[config.mk]
export PLATFORM = sky130hd
export DESIGN_NAME = scdr_rx
export DESIGN_NICKNAME = d
export VERILOG_FILES = /design/src/rtl/scdr_pkg.sv /design/src/rtl/scdr_rx.sv /design/src/rtl/scdr_fifo.sv
export SDC_FILE = /design/constraint.sdc
export NUM_CORES = 1
export LEC_CHECK = 0
export BUFFER_PORTS_ARGS = -buffer_cell sky130_fd_sc_hd__buf_2
export CAP_MARGIN = 5
export CORE_MARGIN = 2
export CORE_UTILIZATION = 55
export CTS_CLUSTER_DIAMETER = 200
export DETAILED_ROUTE_END_ITERATION = 6
export PLACE_DENSITY = 0.73
export REMOVE_ABC_BUFFERS = 1
export SYNTH_ARGS = -nofsm -noshare
export SYNTH_HDL_FRONTEND = slang
export SYNTH_HIERARCHICAL = 1
export SYNTH_SLANG_ARGS = --single-unit
[constraint.sdc]
create_clock -name clock -period 3.9 [get_ports clock]
set_clock_uncertainty 0.05 [all_clocks]
set_input_delay 0.39 -clock clock [delete_from_list [all_inputs] [get_ports clock]]
set_output_delay 0.39 -clock clock [all_outputs]
set_load 0.01 [all_outputs]
[src/rtl/scdr_pkg.sv]
// Constants, types and helpers shared by the serial receive front end
// Behaviour
// At start, steer VCO so VCO/M frequency matches reference/N frequency.
// After frequency lock to reference, switch to tracking the bitstream.
// On loss of bitstream, fall back to locking on the reference.
// Shift each recovered bit into a 10-bit shift register.
// Derive word-rate clock by dividing the bit-rate clock by ten.
// Divider enable loads holding register once per ten bit cycles.
// Holding register loads at the falling edge of word clock.
// Holding register output feeds the downstream descrambler and framer.
// Emit speed-up and slow-down pulses toward the integrating loop filter.
// External clock buffered globally; data delayed to match, then captured.
// External reclocker handles four rates and delivers re-timed data.
// Oversampling path needs no phase relation to local clock.
// Oversampler gives 9, 10 or 11 bits; shallow buffer absorbs it.
// Regeneration mode writes words to FIFO read by VCO word clock.
// Reads are held off until the FIFO first reaches half full.
// After start, steer read VCO to keep FIFO level near half.
// No word alignment here; downstream framer finds boundaries.
// External mode word clock comes from a divide-by-ten ring counter.
// Reset returns FIFO controller to fill-wait with reads suspended.
// At exactly half full, neither speed-up nor slow-down is issued.
package scdr_pkg;

  // ****************************************************************
  // Word and divider sizes
  // ****************************************************************
  localparam int          WORD_BITS        = 10;
  localparam logic [9:0]  RING_RESET       = 10'h001;
  localparam int          EXT_DELAY_STAGES = 2;
  localparam logic [7:0]  N_DIV            = 8'h04;
  localparam logic [7:0]  M_DIV            = 8'h28;
  localparam logic [3:0]  LOCK_PERIODS     = 4'hF;

  // ****************************************************************
  // Timing
  // ****************************************************************
  localparam int          CLOCK_PERIOD_NS  = 50;
  localparam int          STREAM_LOSS_NS   = 2000;
  // Timeout is a longest time, so round down
  localparam logic [7:0]  STREAM_LOSS_CYCLES =
    8'(STREAM_LOSS_NS / CLOCK_PERIOD_NS);

  // ****************************************************************
  // Buffering
  // ****************************************************************
  localparam int          FIFO_DEPTH       = 8;
  localparam logic [3:0]  FIFO_HALF        = 4'h4;
  localparam int          ACC_BITS         = 20;
  localparam logic [4:0]  ACC_WORD         = 5'h0A;

  // ****************************************************************
  // Modes and states
  // ****************************************************************
  typedef enum logic [2:0] {
    SCDR_MODE_EXT  = 3'b001,
    SCDR_MODE_PLL  = 3'b010,
    SCDR_MODE_OVS  = 3'b100
  } scdr_mode_type;

  typedef enum logic [1:0] {
    SCDR_PD_REF    = 2'b01,
    SCDR_PD_TRACK  = 2'b10
  } scdr_pd_type;

  typedef enum logic [1:0] {
    SCDR_FC_WAIT   = 2'b01,
    SCDR_FC_RUN    = 2'b10
  } scdr_fc_type;

  // Divider step: returns one on terminal count, used for N and M
  function automatic logic scdr_div_hit(input logic [7:0] cnt,
                                        input logic [7:0] div);
    scdr_div_hit = (cnt == 8'(div - 8'h01));
  endfunction : scdr_div_hit

endpackage : scdr_pkg

[src/rtl/scdr_rx.sv]
// Receive front end: capture, phase detector, deserializer, FIFO control
`timescale 1ns/1ps
module scdr_rx (
  input  wire logic        clock,
  input  wire logic        clk_en,
  input  wire logic        arst_n,
  input  wire logic [2:0]  mode,
  input  wire logic        ext_clk_tick,
  input  wire logic        ext_data,
  input  wire logic        ref_tick,
  input  wire logic        vco_tick,
  input  wire logic        pd_bit,
  input  wire logic        data_transition,
  input  wire logic        transition_late,
  input  wire logic [10:0] os_bits,
  input  wire logic [3:0]  os_count,
  input  wire logic        os_valid,
  output logic             os_ready,
  input  wire logic        read_tick,
  output logic [9:0]       word,
  output logic             word_valid,
  output logic             word_clk,
  output logic             speed_up_pulse,
  output logic             slow_down_pulse,
  output logic             pll_locked,
  output logic             rd_vco_faster,
  output logic             rd_vco_slow_down_pulse,
  output logic             fifo_reading
);

  // ****************************************************************
  // State
  // ****************************************************************
  typedef struct packed {
    logic [9:0]                ring;
    logic [9:0]                shift;
    logic [9:0]                word;
    logic                      word_valid;
    logic                      word_clk;
    logic [1:0]                input_delay_element;
    logic [2:0]                global_clock_buffer;
    logic                      input_capture_flop;
    scdr_pkg::scdr_pd_type     pd_state;
    logic [7:0]                ref_cnt;
    logic [7:0]                vco_cnt;
    logic [1:0]                vco_seen;
    logic [3:0]                lock_cnt;
    logic [7:0]                quiet_cnt;
    logic                      speed_up_pulse;
    logic                      slow_down_pulse;
    logic                      pll_locked;
    logic [19:0]               acc;
    logic [4:0]                acc_cnt;
    logic                      os_ready;
    scdr_pkg::scdr_fc_type     fc_state;
    logic                      rd_vco_faster;
    logic                      rd_vco_slow_down_pulse;
  } scdr_state_type;
  scdr_state_type st;
  scdr_state_type next_st;
  logic       mode_ext;
  logic       mode_pll;
  logic       mode_ovs;
  logic       bit_tick;
  logic       bit_val;
  logic       ref_div;
  logic       vco_div;
  logic       acc_emit;
  logic       fifo_in_ready;
  logic       fifo_out_valid;
  logic [9:0] fifo_out_data;
  logic [3:0] fifo_level;
  logic       fifo_pop;

  assign mode_ext = (mode == scdr_pkg::SCDR_MODE_EXT);
  assign mode_pll = (mode == scdr_pkg::SCDR_MODE_PLL);
  assign mode_ovs = (mode == scdr_pkg::SCDR_MODE_OVS);
  // Bit source: re-timed capture flop, or the phase detector sample
  assign bit_tick = mode_ext ? st.global_clock_buffer[2]
                             : (mode_pll && vco_tick);
  assign bit_val  = mode_ext ? st.input_capture_flop : pd_bit;
  // Reference and VCO dividers terminal counts
  assign ref_div = ref_tick && scdr_pkg::scdr_div_hit(st.ref_cnt,
                                                       scdr_pkg::N_DIV);
  assign vco_div = vco_tick && scdr_pkg::scdr_div_hit(st.vco_cnt,
                                                       scdr_pkg::M_DIV);
  // Accumulator hands a full word to the buffer when it has room
  assign acc_emit = mode_ovs && (st.acc_cnt >= scdr_pkg::ACC_WORD);
  // Pop only where the controller takes the word, or it would be lost
  assign fifo_pop = (st.fc_state == scdr_pkg::SCDR_FC_RUN) && read_tick &&
                    fifo_out_valid && mode_ovs;

  // ****************************************************************
  // Recovered word buffer
  // ****************************************************************
  scdr_fifo #(
    .WIDTH (scdr_pkg::WORD_BITS),
    .DEPTH (scdr_pkg::FIFO_DEPTH)
  ) u_fifo (
    .clock     (clock),
    .clk_en    (clk_en),
    .arst_n    (arst_n),
    .in_valid  (acc_emit),
    .in_ready  (fifo_in_ready),
    .in_data   (st.acc[9:0]),
    .out_valid (fifo_out_valid),
    .out_ready (fifo_pop),
    .out_data  (fifo_out_data),
    .level     (fifo_level)
  );
  // ****************************************************************
  // Next-state logic
  // ****************************************************************
  always_comb begin
    logic [19:0] acc_t;
    logic [4:0]  cnt_t;
    logic [1:0]  seen_t;
    acc_t   = st.acc;
    cnt_t   = st.acc_cnt;
    seen_t  = st.vco_seen;
    next_st = st;
    next_st.word_valid      = 1'b0;
    next_st.speed_up_pulse  = 1'b0;
    next_st.slow_down_pulse = 1'b0;
    next_st.rd_vco_faster   = 1'b0;
    next_st.rd_vco_slow_down_pulse   = 1'b0;
    // Clock buffered on its own chain; data delayed to line up
    next_st.global_clock_buffer = {st.global_clock_buffer[1:0],
                                   ext_clk_tick};
    next_st.input_delay_element = {st.input_delay_element[0],
                                   ext_data};
    next_st.input_capture_flop  = st.input_delay_element[1];
    // Deserializer: LSB first, no boundary search here
    if (bit_tick) begin
      next_st.shift = {bit_val, st.shift[9:1]};
      next_st.ring  = {st.ring[8:0], st.ring[9]};   // see R05
      // Word clock high in second half so load meets its falling edge
      next_st.word_clk = |st.ring[8:4];
      if (st.ring[9]) begin
        next_st.word       = {bit_val, st.shift[9:1]};  // see R06
        next_st.word_valid = 1'b1;
      end
    end
    // Dividers by N and M
    if (ref_tick) begin
      next_st.ref_cnt = ref_div ? 8'h00 : st.ref_cnt + 8'h01;
    end
    if (vco_tick) begin
      next_st.vco_cnt = vco_div ? 8'h00 : st.vco_cnt + 8'h01;
    end
    // Phase detector
    case (st.pd_state)
      scdr_pkg::SCDR_PD_REF: begin
        if (vco_div && seen_t != 2'h3) begin
          seen_t = seen_t + 2'h1;
        end
        next_st.vco_seen = seen_t;
        if (mode_pll && ref_div) begin
          next_st.vco_seen = 2'h0;
          // One divided VCO edge per divided reference edge is balance
          if (seen_t == 2'h0) begin
            next_st.speed_up_pulse = 1'b1;               // see R01
            next_st.lock_cnt       = 4'h0;
          end else if (seen_t > 2'h1) begin
            next_st.slow_down_pulse = 1'b1;              // see R01
            next_st.lock_cnt        = 4'h0;
          end else if (st.lock_cnt == scdr_pkg::LOCK_PERIODS) begin
            next_st.pd_state   = scdr_pkg::SCDR_PD_TRACK;
            next_st.pll_locked = 1'b1;
            next_st.quiet_cnt  = 8'h00;
          end else begin
            next_st.lock_cnt = st.lock_cnt + 4'h1;
          end
        end
      end
      scdr_pkg::SCDR_PD_TRACK: begin
        if (!mode_pll) begin
          next_st.pd_state   = scdr_pkg::SCDR_PD_REF;
          next_st.pll_locked = 1'b0;
          next_st.lock_cnt   = 4'h0;
        end else if (data_transition) begin
          next_st.quiet_cnt       = 8'h00;
          next_st.speed_up_pulse  = transition_late;
          next_st.slow_down_pulse = !transition_late;
        end else if (st.quiet_cnt ==
                     8'(scdr_pkg::STREAM_LOSS_CYCLES - 8'h01)) begin
          // Stream gone: reference keeps the loop near its rate
          next_st.pd_state   = scdr_pkg::SCDR_PD_REF;
          next_st.pll_locked = 1'b0;
          next_st.lock_cnt   = 4'h0;
          next_st.vco_seen   = 2'h0;
        end else begin
          next_st.quiet_cnt = st.quiet_cnt + 8'h01;
        end
      end
      default: begin
        next_st.pd_state = scdr_pkg::SCDR_PD_REF;
      end
    endcase
    // Oversampler packing: 9 to 11 bits in, 10 out
    if (acc_emit && fifo_in_ready) begin
      acc_t = st.acc >> 10;
      cnt_t = st.acc_cnt - scdr_pkg::ACC_WORD;
    end
    if (mode_ovs && os_valid && st.os_ready) begin
      acc_t = acc_t | (20'(os_bits) << cnt_t);
      cnt_t = 5'(cnt_t + 5'(os_count));
    end
    next_st.acc      = acc_t;
    next_st.acc_cnt  = cnt_t;
    // Ready only while one more 11-bit group cannot overflow
    next_st.os_ready = (cnt_t < scdr_pkg::ACC_WORD);
    // Read controller on the regenerated word clock
    case (st.fc_state)
      scdr_pkg::SCDR_FC_WAIT: begin
        if (mode_ovs && fifo_level >= scdr_pkg::FIFO_HALF) begin
          next_st.fc_state = scdr_pkg::SCDR_FC_RUN;
        end
      end
      scdr_pkg::SCDR_FC_RUN: begin
        if (!mode_ovs || !fifo_out_valid) begin
          // Ran dry: refill to half before reading again
          next_st.fc_state = scdr_pkg::SCDR_FC_WAIT;
        end else if (read_tick) begin
          next_st.word          = fifo_out_data;
          next_st.word_valid    = 1'b1;
          next_st.rd_vco_faster = fifo_level > scdr_pkg::FIFO_HALF;
          next_st.rd_vco_slow_down_pulse = fifo_level < scdr_pkg::FIFO_HALF;
        end
      end
      default: begin
        next_st.fc_state = scdr_pkg::SCDR_FC_WAIT;
      end
    endcase
  end

  // ****************************************************************
  // State register
  // ****************************************************************
  always_ff @(posedge clock or negedge arst_n) begin
    if (!arst_n) begin
      st          <= '0;
      st.ring     <= scdr_pkg::RING_RESET;
      st.pd_state <= scdr_pkg::SCDR_PD_REF;
      st.fc_state <= scdr_pkg::SCDR_FC_WAIT;
      st.os_ready <= 1'b1;
    end else if (clk_en) begin
      st <= next_st;
    end
  end

  // Outputs straight from flops; fifo_reading is decoded from the read controller state
  assign os_ready        = st.os_ready;
  assign word            = st.word;
  assign word_valid      = st.word_valid;
  assign word_clk        = st.word_clk;
  assign speed_up_pulse  = st.speed_up_pulse;
  assign slow_down_pulse = st.slow_down_pulse;
  assign pll_locked      = st.pll_locked;
  assign rd_vco_faster   = st.rd_vco_faster;
  assign rd_vco_slow_down_pulse   = st.rd_vco_slow_down_pulse;
  assign fifo_reading    = (st.fc_state == scdr_pkg::SCDR_FC_RUN);

  // ****************************************************************
  // Checks
  // ****************************************************************
  property p_ring_onehot;
    @(posedge clock) disable iff (!arst_n)
      $onehot(st.ring);
  endproperty
  a_ring_onehot: assert property (p_ring_onehot)
    else $error("Word divider ring is not one-hot");
  property p_load_at_wrap;
    @(posedge clock) disable iff (!arst_n)
      (clk_en && bit_tick && st.ring[9]) |=>
        (st.word_valid && st.ring[0] && !st.word_clk);
  endproperty
  a_load_at_wrap: assert property (p_load_at_wrap)
    else $error("Word not loaded on the tenth bit");
  property p_load_on_fall;
    @(posedge clock) disable iff (!arst_n)
      (clk_en && bit_tick && st.ring[9] && st.word_clk) |=>
        $fell(st.word_clk);
  endproperty
  a_load_on_fall: assert property (p_load_on_fall)
    else $error("Word load not at word clock falling edge");
  property p_ref_speed;
    @(posedge clock) disable iff (!arst_n)
      (clk_en && mode_pll && st.pd_state == scdr_pkg::SCDR_PD_REF &&
       ref_div && !vco_div && st.vco_seen == 2'h0) |=> st.speed_up_pulse;
  endproperty
  a_ref_speed: assert property (p_ref_speed)
    else $error("No speed-up with slow VCO");
  property p_lock_flag;
    @(posedge clock) disable iff (!arst_n)
      st.pll_locked == (st.pd_state == scdr_pkg::SCDR_PD_TRACK);
  endproperty
  a_lock_flag: assert property (p_lock_flag)
    else $error("Lock flag disagrees with tracking state");
  property p_loss_fallback;
    @(posedge clock) disable iff (!arst_n)
      (clk_en && st.pd_state == scdr_pkg::SCDR_PD_TRACK &&
       !data_transition &&
       st.quiet_cnt == 8'(scdr_pkg::STREAM_LOSS_CYCLES - 8'h01)) |=>
        (st.pd_state == scdr_pkg::SCDR_PD_REF && !st.pll_locked);
  endproperty
  a_loss_fallback: assert property (p_loss_fallback)
    else $error("No fallback to reference after stream loss");
  property p_pulse_excl;
    @(posedge clock) disable iff (!arst_n)
      !(st.speed_up_pulse && st.slow_down_pulse) &&
      !(st.rd_vco_faster && st.rd_vco_slow_down_pulse);
  endproperty
  a_pulse_excl: assert property (p_pulse_excl)
    else $error("Speed-up and slow-down together");
  property p_hold_reads;
    @(posedge clock) disable iff (!arst_n)
      (clk_en && st.fc_state == scdr_pkg::SCDR_FC_WAIT) |=>
        (fifo_level >= $past(fifo_level));
  endproperty
  a_hold_reads: assert property (p_hold_reads)
    else $error("FIFO read before half full");
  property p_steer_level;
    @(posedge clock) disable iff (!arst_n)
      (clk_en && fifo_pop) |=>
        (st.rd_vco_faster == ($past(fifo_level) > scdr_pkg::FIFO_HALF)) &&
        (st.rd_vco_slow_down_pulse == ($past(fifo_level) < scdr_pkg::FIFO_HALF));
  endproperty
  a_steer_level: assert property (p_steer_level)
    else $error("Read VCO steering does not follow level");
  property p_half_quiet;
    @(posedge clock) disable iff (!arst_n)
      (clk_en && fifo_pop && fifo_level == scdr_pkg::FIFO_HALF) |=>
        (!st.rd_vco_faster && !st.rd_vco_slow_down_pulse);
  endproperty
  a_half_quiet: assert property (p_half_quiet)
    else $error("Steering issued at exactly half full");
endmodule : scdr_rx

[src/rtl/scdr_fifo.sv]
// Small synchronous FIFO with valid/ready on both sides
`timescale 1ns/1ps
module scdr_fifo #(
  parameter int WIDTH = 10,
  parameter int DEPTH = 8
) (
  input  wire logic                       clock,
  input  wire logic                       clk_en,
  input  wire logic                       arst_n,
  input  wire logic                       in_valid,
  output logic                            in_ready,
  input  wire logic [WIDTH-1:0]           in_data,
  output logic                            out_valid,
  input  wire logic                       out_ready,
  output logic [WIDTH-1:0]                out_data,
  output logic [$clog2(DEPTH):0]          level
);
  localparam int AW = $clog2(DEPTH);

  typedef struct packed {
    logic [DEPTH-1:0][WIDTH-1:0] mem;
    logic [AW-1:0]               wr;
    logic [AW-1:0]               rd;
    logic [AW:0]                 level;
  } scdr_fifo_state_type;

  scdr_fifo_state_type st;
  scdr_fifo_state_type next_st;
  logic                push;
  logic                pop;

  // Flags straight from the fill count, so full and empty are exact
  assign in_ready  = (st.level != (AW+1)'(DEPTH));
  assign out_valid = (st.level != '0);
  assign out_data  = st.mem[st.rd];
  assign level     = st.level;
  assign push      = in_valid && in_ready;
  assign pop       = out_valid && out_ready;

  // Pointer and count update
  always_comb begin
    next_st = st;
    if (push) begin
      next_st.mem[st.wr] = in_data;
      next_st.wr         = st.wr + 1'b1;
    end
    if (pop) begin
      next_st.rd = st.rd + 1'b1;
    end
    if (push && !pop) begin
      next_st.level = st.level + 1'b1;
    end else if (pop && !push) begin
      next_st.level = st.level - 1'b1;
    end
  end

  // State register, frozen while the enable is low
  always_ff @(posedge clock or negedge arst_n) begin
    if (!arst_n) begin
      st <= '0;
    end else if (clk_en) begin
      st <= next_st;
    end
  end

  property p_fifo_bound;
    @(posedge clock) disable iff (!arst_n)
      st.level <= (AW+1)'(DEPTH);
  endproperty
  a_fifo_bound: assert property (p_fifo_bound)
    else $error("FIFO level beyond depth");

  property p_fifo_count;
    @(posedge clock) disable iff (!arst_n)
      (clk_en && push && !pop) |=> (st.level == $past(st.level) + 1'b1);
  endproperty
  a_fifo_count: assert property (p_fifo_count)
    else $error("FIFO level did not follow a write");

endmodule : scdr_fifo

==> impl_metrics.csv <==
group,metric,value,unit
power,p_per_area,567.7,mW/mm2
timing,final-hold-violation-count,8,
outcome,run_status,"finished with violations",
grt,grt_antenna_before_repair,0,
flow_run,cap_viol_max_count,0,
logic_synthesis,synth_top_area_share,0.4490,
logic_synthesis,synth.area.mux_share,0.2246,
timing,max-slew-margin-rel,0.3024,
outcome,violations,"hold timing",
final_layout,register_area,0.004811,mm2
floorplan,die_area,0.02017,mm2
power,power,0.006501,W
critical_path,cp-end-kind,"flip-flop",
drt,drtAntennaViolNets,0,
timing,period_needed,3.556,ns
placement,place.gp.congestion,0.9230,
final_layout,layout-drive-gt1-share,0.3101,
grt,grt_pass1_wl,37190,um
logic_synthesis,synth.area.top_cells,"dfrtp_1 45%, mux2_2 14%, mux4_2 6.2%",
grt,track_usage,0.2347,
drt,wl_per_cell,19.91,um
logic_synthesis,yosys_warnings,6,
logic_synthesis,avgSynthCellArea,11.85,um2
critical_path,required,4.15,ns
clock_tree,clock-sinks,192,
final_layout,syn2layout_area_growth,9.291,%
floorplan,dieWidth,142.0,um
clock_tree,clk_latency,0.43,ns
clock_tree,clockBufferDepth,2,
drt,totalWireLength,23210,um
logic_synthesis,synthSimpleGateAreaFrac,0.1330,
placement,io_buffer_count,48,
final_layout,design_area,0.01145,mm2
timing,final_max_slew_viol_count,0,
final_layout,fin_util,0.6122,
floorplan,core_area,0.01871,mm2
drt,drcViolationCount,0,
logic_synthesis,synth-compound-area-share,0.1071,
floorplan,placementRows,50,
clock_tree,ctsHoldBuffers,0,
drt,via_count,7231,
worst_hold_path,min_path_type,"primary input to async pin",
final_layout,layout_common_cells,"187 x dfrtp_1, 126 x mux2_2, 57 x nor2_1",
logic_synthesis,synth-adder-area-share,0.02532,
logic_synthesis,async_flop_share,1.000,
floorplan,initial_core_util,0.5601,
grt,grt-ovfl-total,0,
timing,fin_crit_sh,0.9118,
clock_tree,htreeDepth,4,
critical_path,critical_path.max_fanout,13,
logic_synthesis,post_synth_inst_count,884,
timing,hold_slack,-0.02175,ns
logic_synthesis,ys_ff_latch,192,
power,power.leakage,5.199,nW
grt,grt_start_max_net_pins,108,
logic_synthesis,synth_top_family_by_area,"multiplexers",
drt,drt_iter0_drc,596,
power,peakVddDrop,0.3314,mV
logic_synthesis,synth-edff-count,0,
critical_path,crit_arrival,3.80,ns
placement,placed_cell_area,0.01089,mm2
timing,rsz0062_at_grt,"false",
logic_synthesis,synth-main-ff-cell,"dfrtp_1",
final_layout,multi_input_area,0.005329,mm2
timing,timing.fmax,281.2,MHz
critical_path,startpoint_type,"flip-flop",
critical_path,path_class,"flip-flop to flip-flop",
floorplan,io_pins,49,
clock_tree,cts_tree,"done",
logic_synthesis,synth_xor_area_frac,0.01851,
final_layout,finalNetCount,969,
final_layout,antenna_cells,0,
floorplan,chipHeight,142.0,um
placement,dpl.hpwl,15840,um
drt,via_per_inst,6.202,
timing,worst_slew_pin_slew,1.046,ns
logic_synthesis,synth_cell_types,87,
logic_synthesis,synthesis.area,0.01048,mm2
clock_tree,cts_buffers,17,
timing,setup-violations-final,0,
final_layout,fill_cells,1500,
grt,grt_pass1_vias,7035,
final_layout,final_common_cell,"dfrtp_1",
logic_synthesis,synth-seq-area-share,0.4590,
clock_tree,clkTransAtPathRegs,0.07,ns
clock_tree,clockRootBuffer,"clkbuf_16",
logic_synthesis,yosys.area.top_type,"dfrtp_1",
drt,drt_pre_antenna_iters,5,
[flip-flops by register name (all words and copies together), names as in the netlist]
register / cells
word_clk: 1
word: 10
rd_vco_faster: 1
st: 80
speed_up_pulse: 1
u_fifo/st: 86
u_fifo/level: 4
os_ready: 1
rd_vco_slow_down_pulse: 1
slow_down_pulse: 1
pll_locked: 1
word_valid: 1
next_st: 4
[layer usage]
metal,global-route usage,part of all wire,vias up,wire length (um)
met1,0.3401,0.47,3621,10980
met4,0.06579,0.017,0,384
li1,-,-,3365,-
met2,0.3677,0.46,211,10790
met5,0,0,-,0
met3,0.04038,0.046,34,1059
[power by group]
group / internal, W / switching [W] / leakage [nW]
logic: 0.000936 / 0.00106 / 2.37
clock network: 0.000872 / 0.000793 / 0.269
registers: 0.00238 / 0.000454 / 2.56
[path summary, 6_finish.rpt]
path	from	to	slack [ns]	cells past startpoint
max	st[7]$_DFFE_PN0P_	u_fifo/level[3]$_DFFE_PN0P_	0.34	12
min	arst_n	u_fifo/st[71]$_DFFE_PN0P_	-0.02	1
max reg2reg	st[7]$_DFFE_PN0P_	u_fifo/level[3]$_DFFE_PN0P_	0.34	12
min reg2reg	st[24]$_DFFE_PN0P_	st[24]$_DFFE_PN0P_	0.43	2
max in group asynchronous	arst_n	st[7]$_DFFE_PN0P_	2.81	2
min in group clock	ext_data	next_st[70]$_DFFE_PN0P_	0.14	2
[area by class of cell]
type | instances | share of cell area
multi-input cells | 624 | 0.4654
inverters | 19 | 0.006228
flip-flops and latches | 192 | 0.4201
clock buffers | 21 | 0.04021
clock inverters | 11 | 0.008523
repair buffers | 65 | 0.03398
well taps | 234 | 0.02557
[timing repair]
action	CTS	global route
gates resized for setup	0	1
buffers inserted	0	0
endpoints found under the setup margin	0	1
[cells in the mapped netlist (7+ instances only)]
library cell / n
mux4_2: 29
a31oi_1: 7
a22oi_1: 11
a21oi_1: 32
xor2_1: 9
nor3_1: 16
and3_1: 9
mux2i_1: 27
nand2b_1: 14
buf_2: 9
nor2b_1: 10
xnor2_1: 10
dfrtp_1: 188
nand2_1: 53
ha_1: 18
o21ai_1: 14
nor2_1: 57
buf_4: 15
a211oi_1: 7
clkbuf_1: 19
o22ai_1: 9
inv_1: 15
o31ai_1: 8
o211ai_1: 9
mux2_2: 126
nand3_1: 22
o21ai_0: 24
[through the flow]
| stage | setup TNS, ns | std cells | setup WS [ns] |
|---|---|---|---|
| after floorplan | -0.06939 | 835 | -0.06939 |
| final | 0 | 1166 | 0.3439 |
| after CTS | 0 | 1166 | 0.2202 |
| after global placement | 0 | 1134 | 0.4637 |
| after detailed placement | 0 | 1134 | 0.2574 |
| after global routing | 0 | 1166 | 0.1395 |
[cells by family (layout without fill, tap and decap cells)]
logic type	count (synthesis)	count (layout)
fa+ha+maj	20	20
xor+xnor	20	20
buf+inv	68	116
flops	192	192
compound gates	163	163
mux	183	183
simple gates	238	238
[worst max-delay path, cell delays in order (launching register included)]
cell and delay (ns):
dfrtp_2 0.53, clkinv_1 0.15, ha_1 0.23, nor2b_1 0.25, nor3_1 0.12, nor2b_1 0.15
nor2b_1 0.15, ha_1 0.27, inv_1 0.14, ha_1 0.37, or4b_2 0.69, o221ai_1 0.22
o211ai_1 0.12
Note: power is estimated with default switching activity, not from simulation.
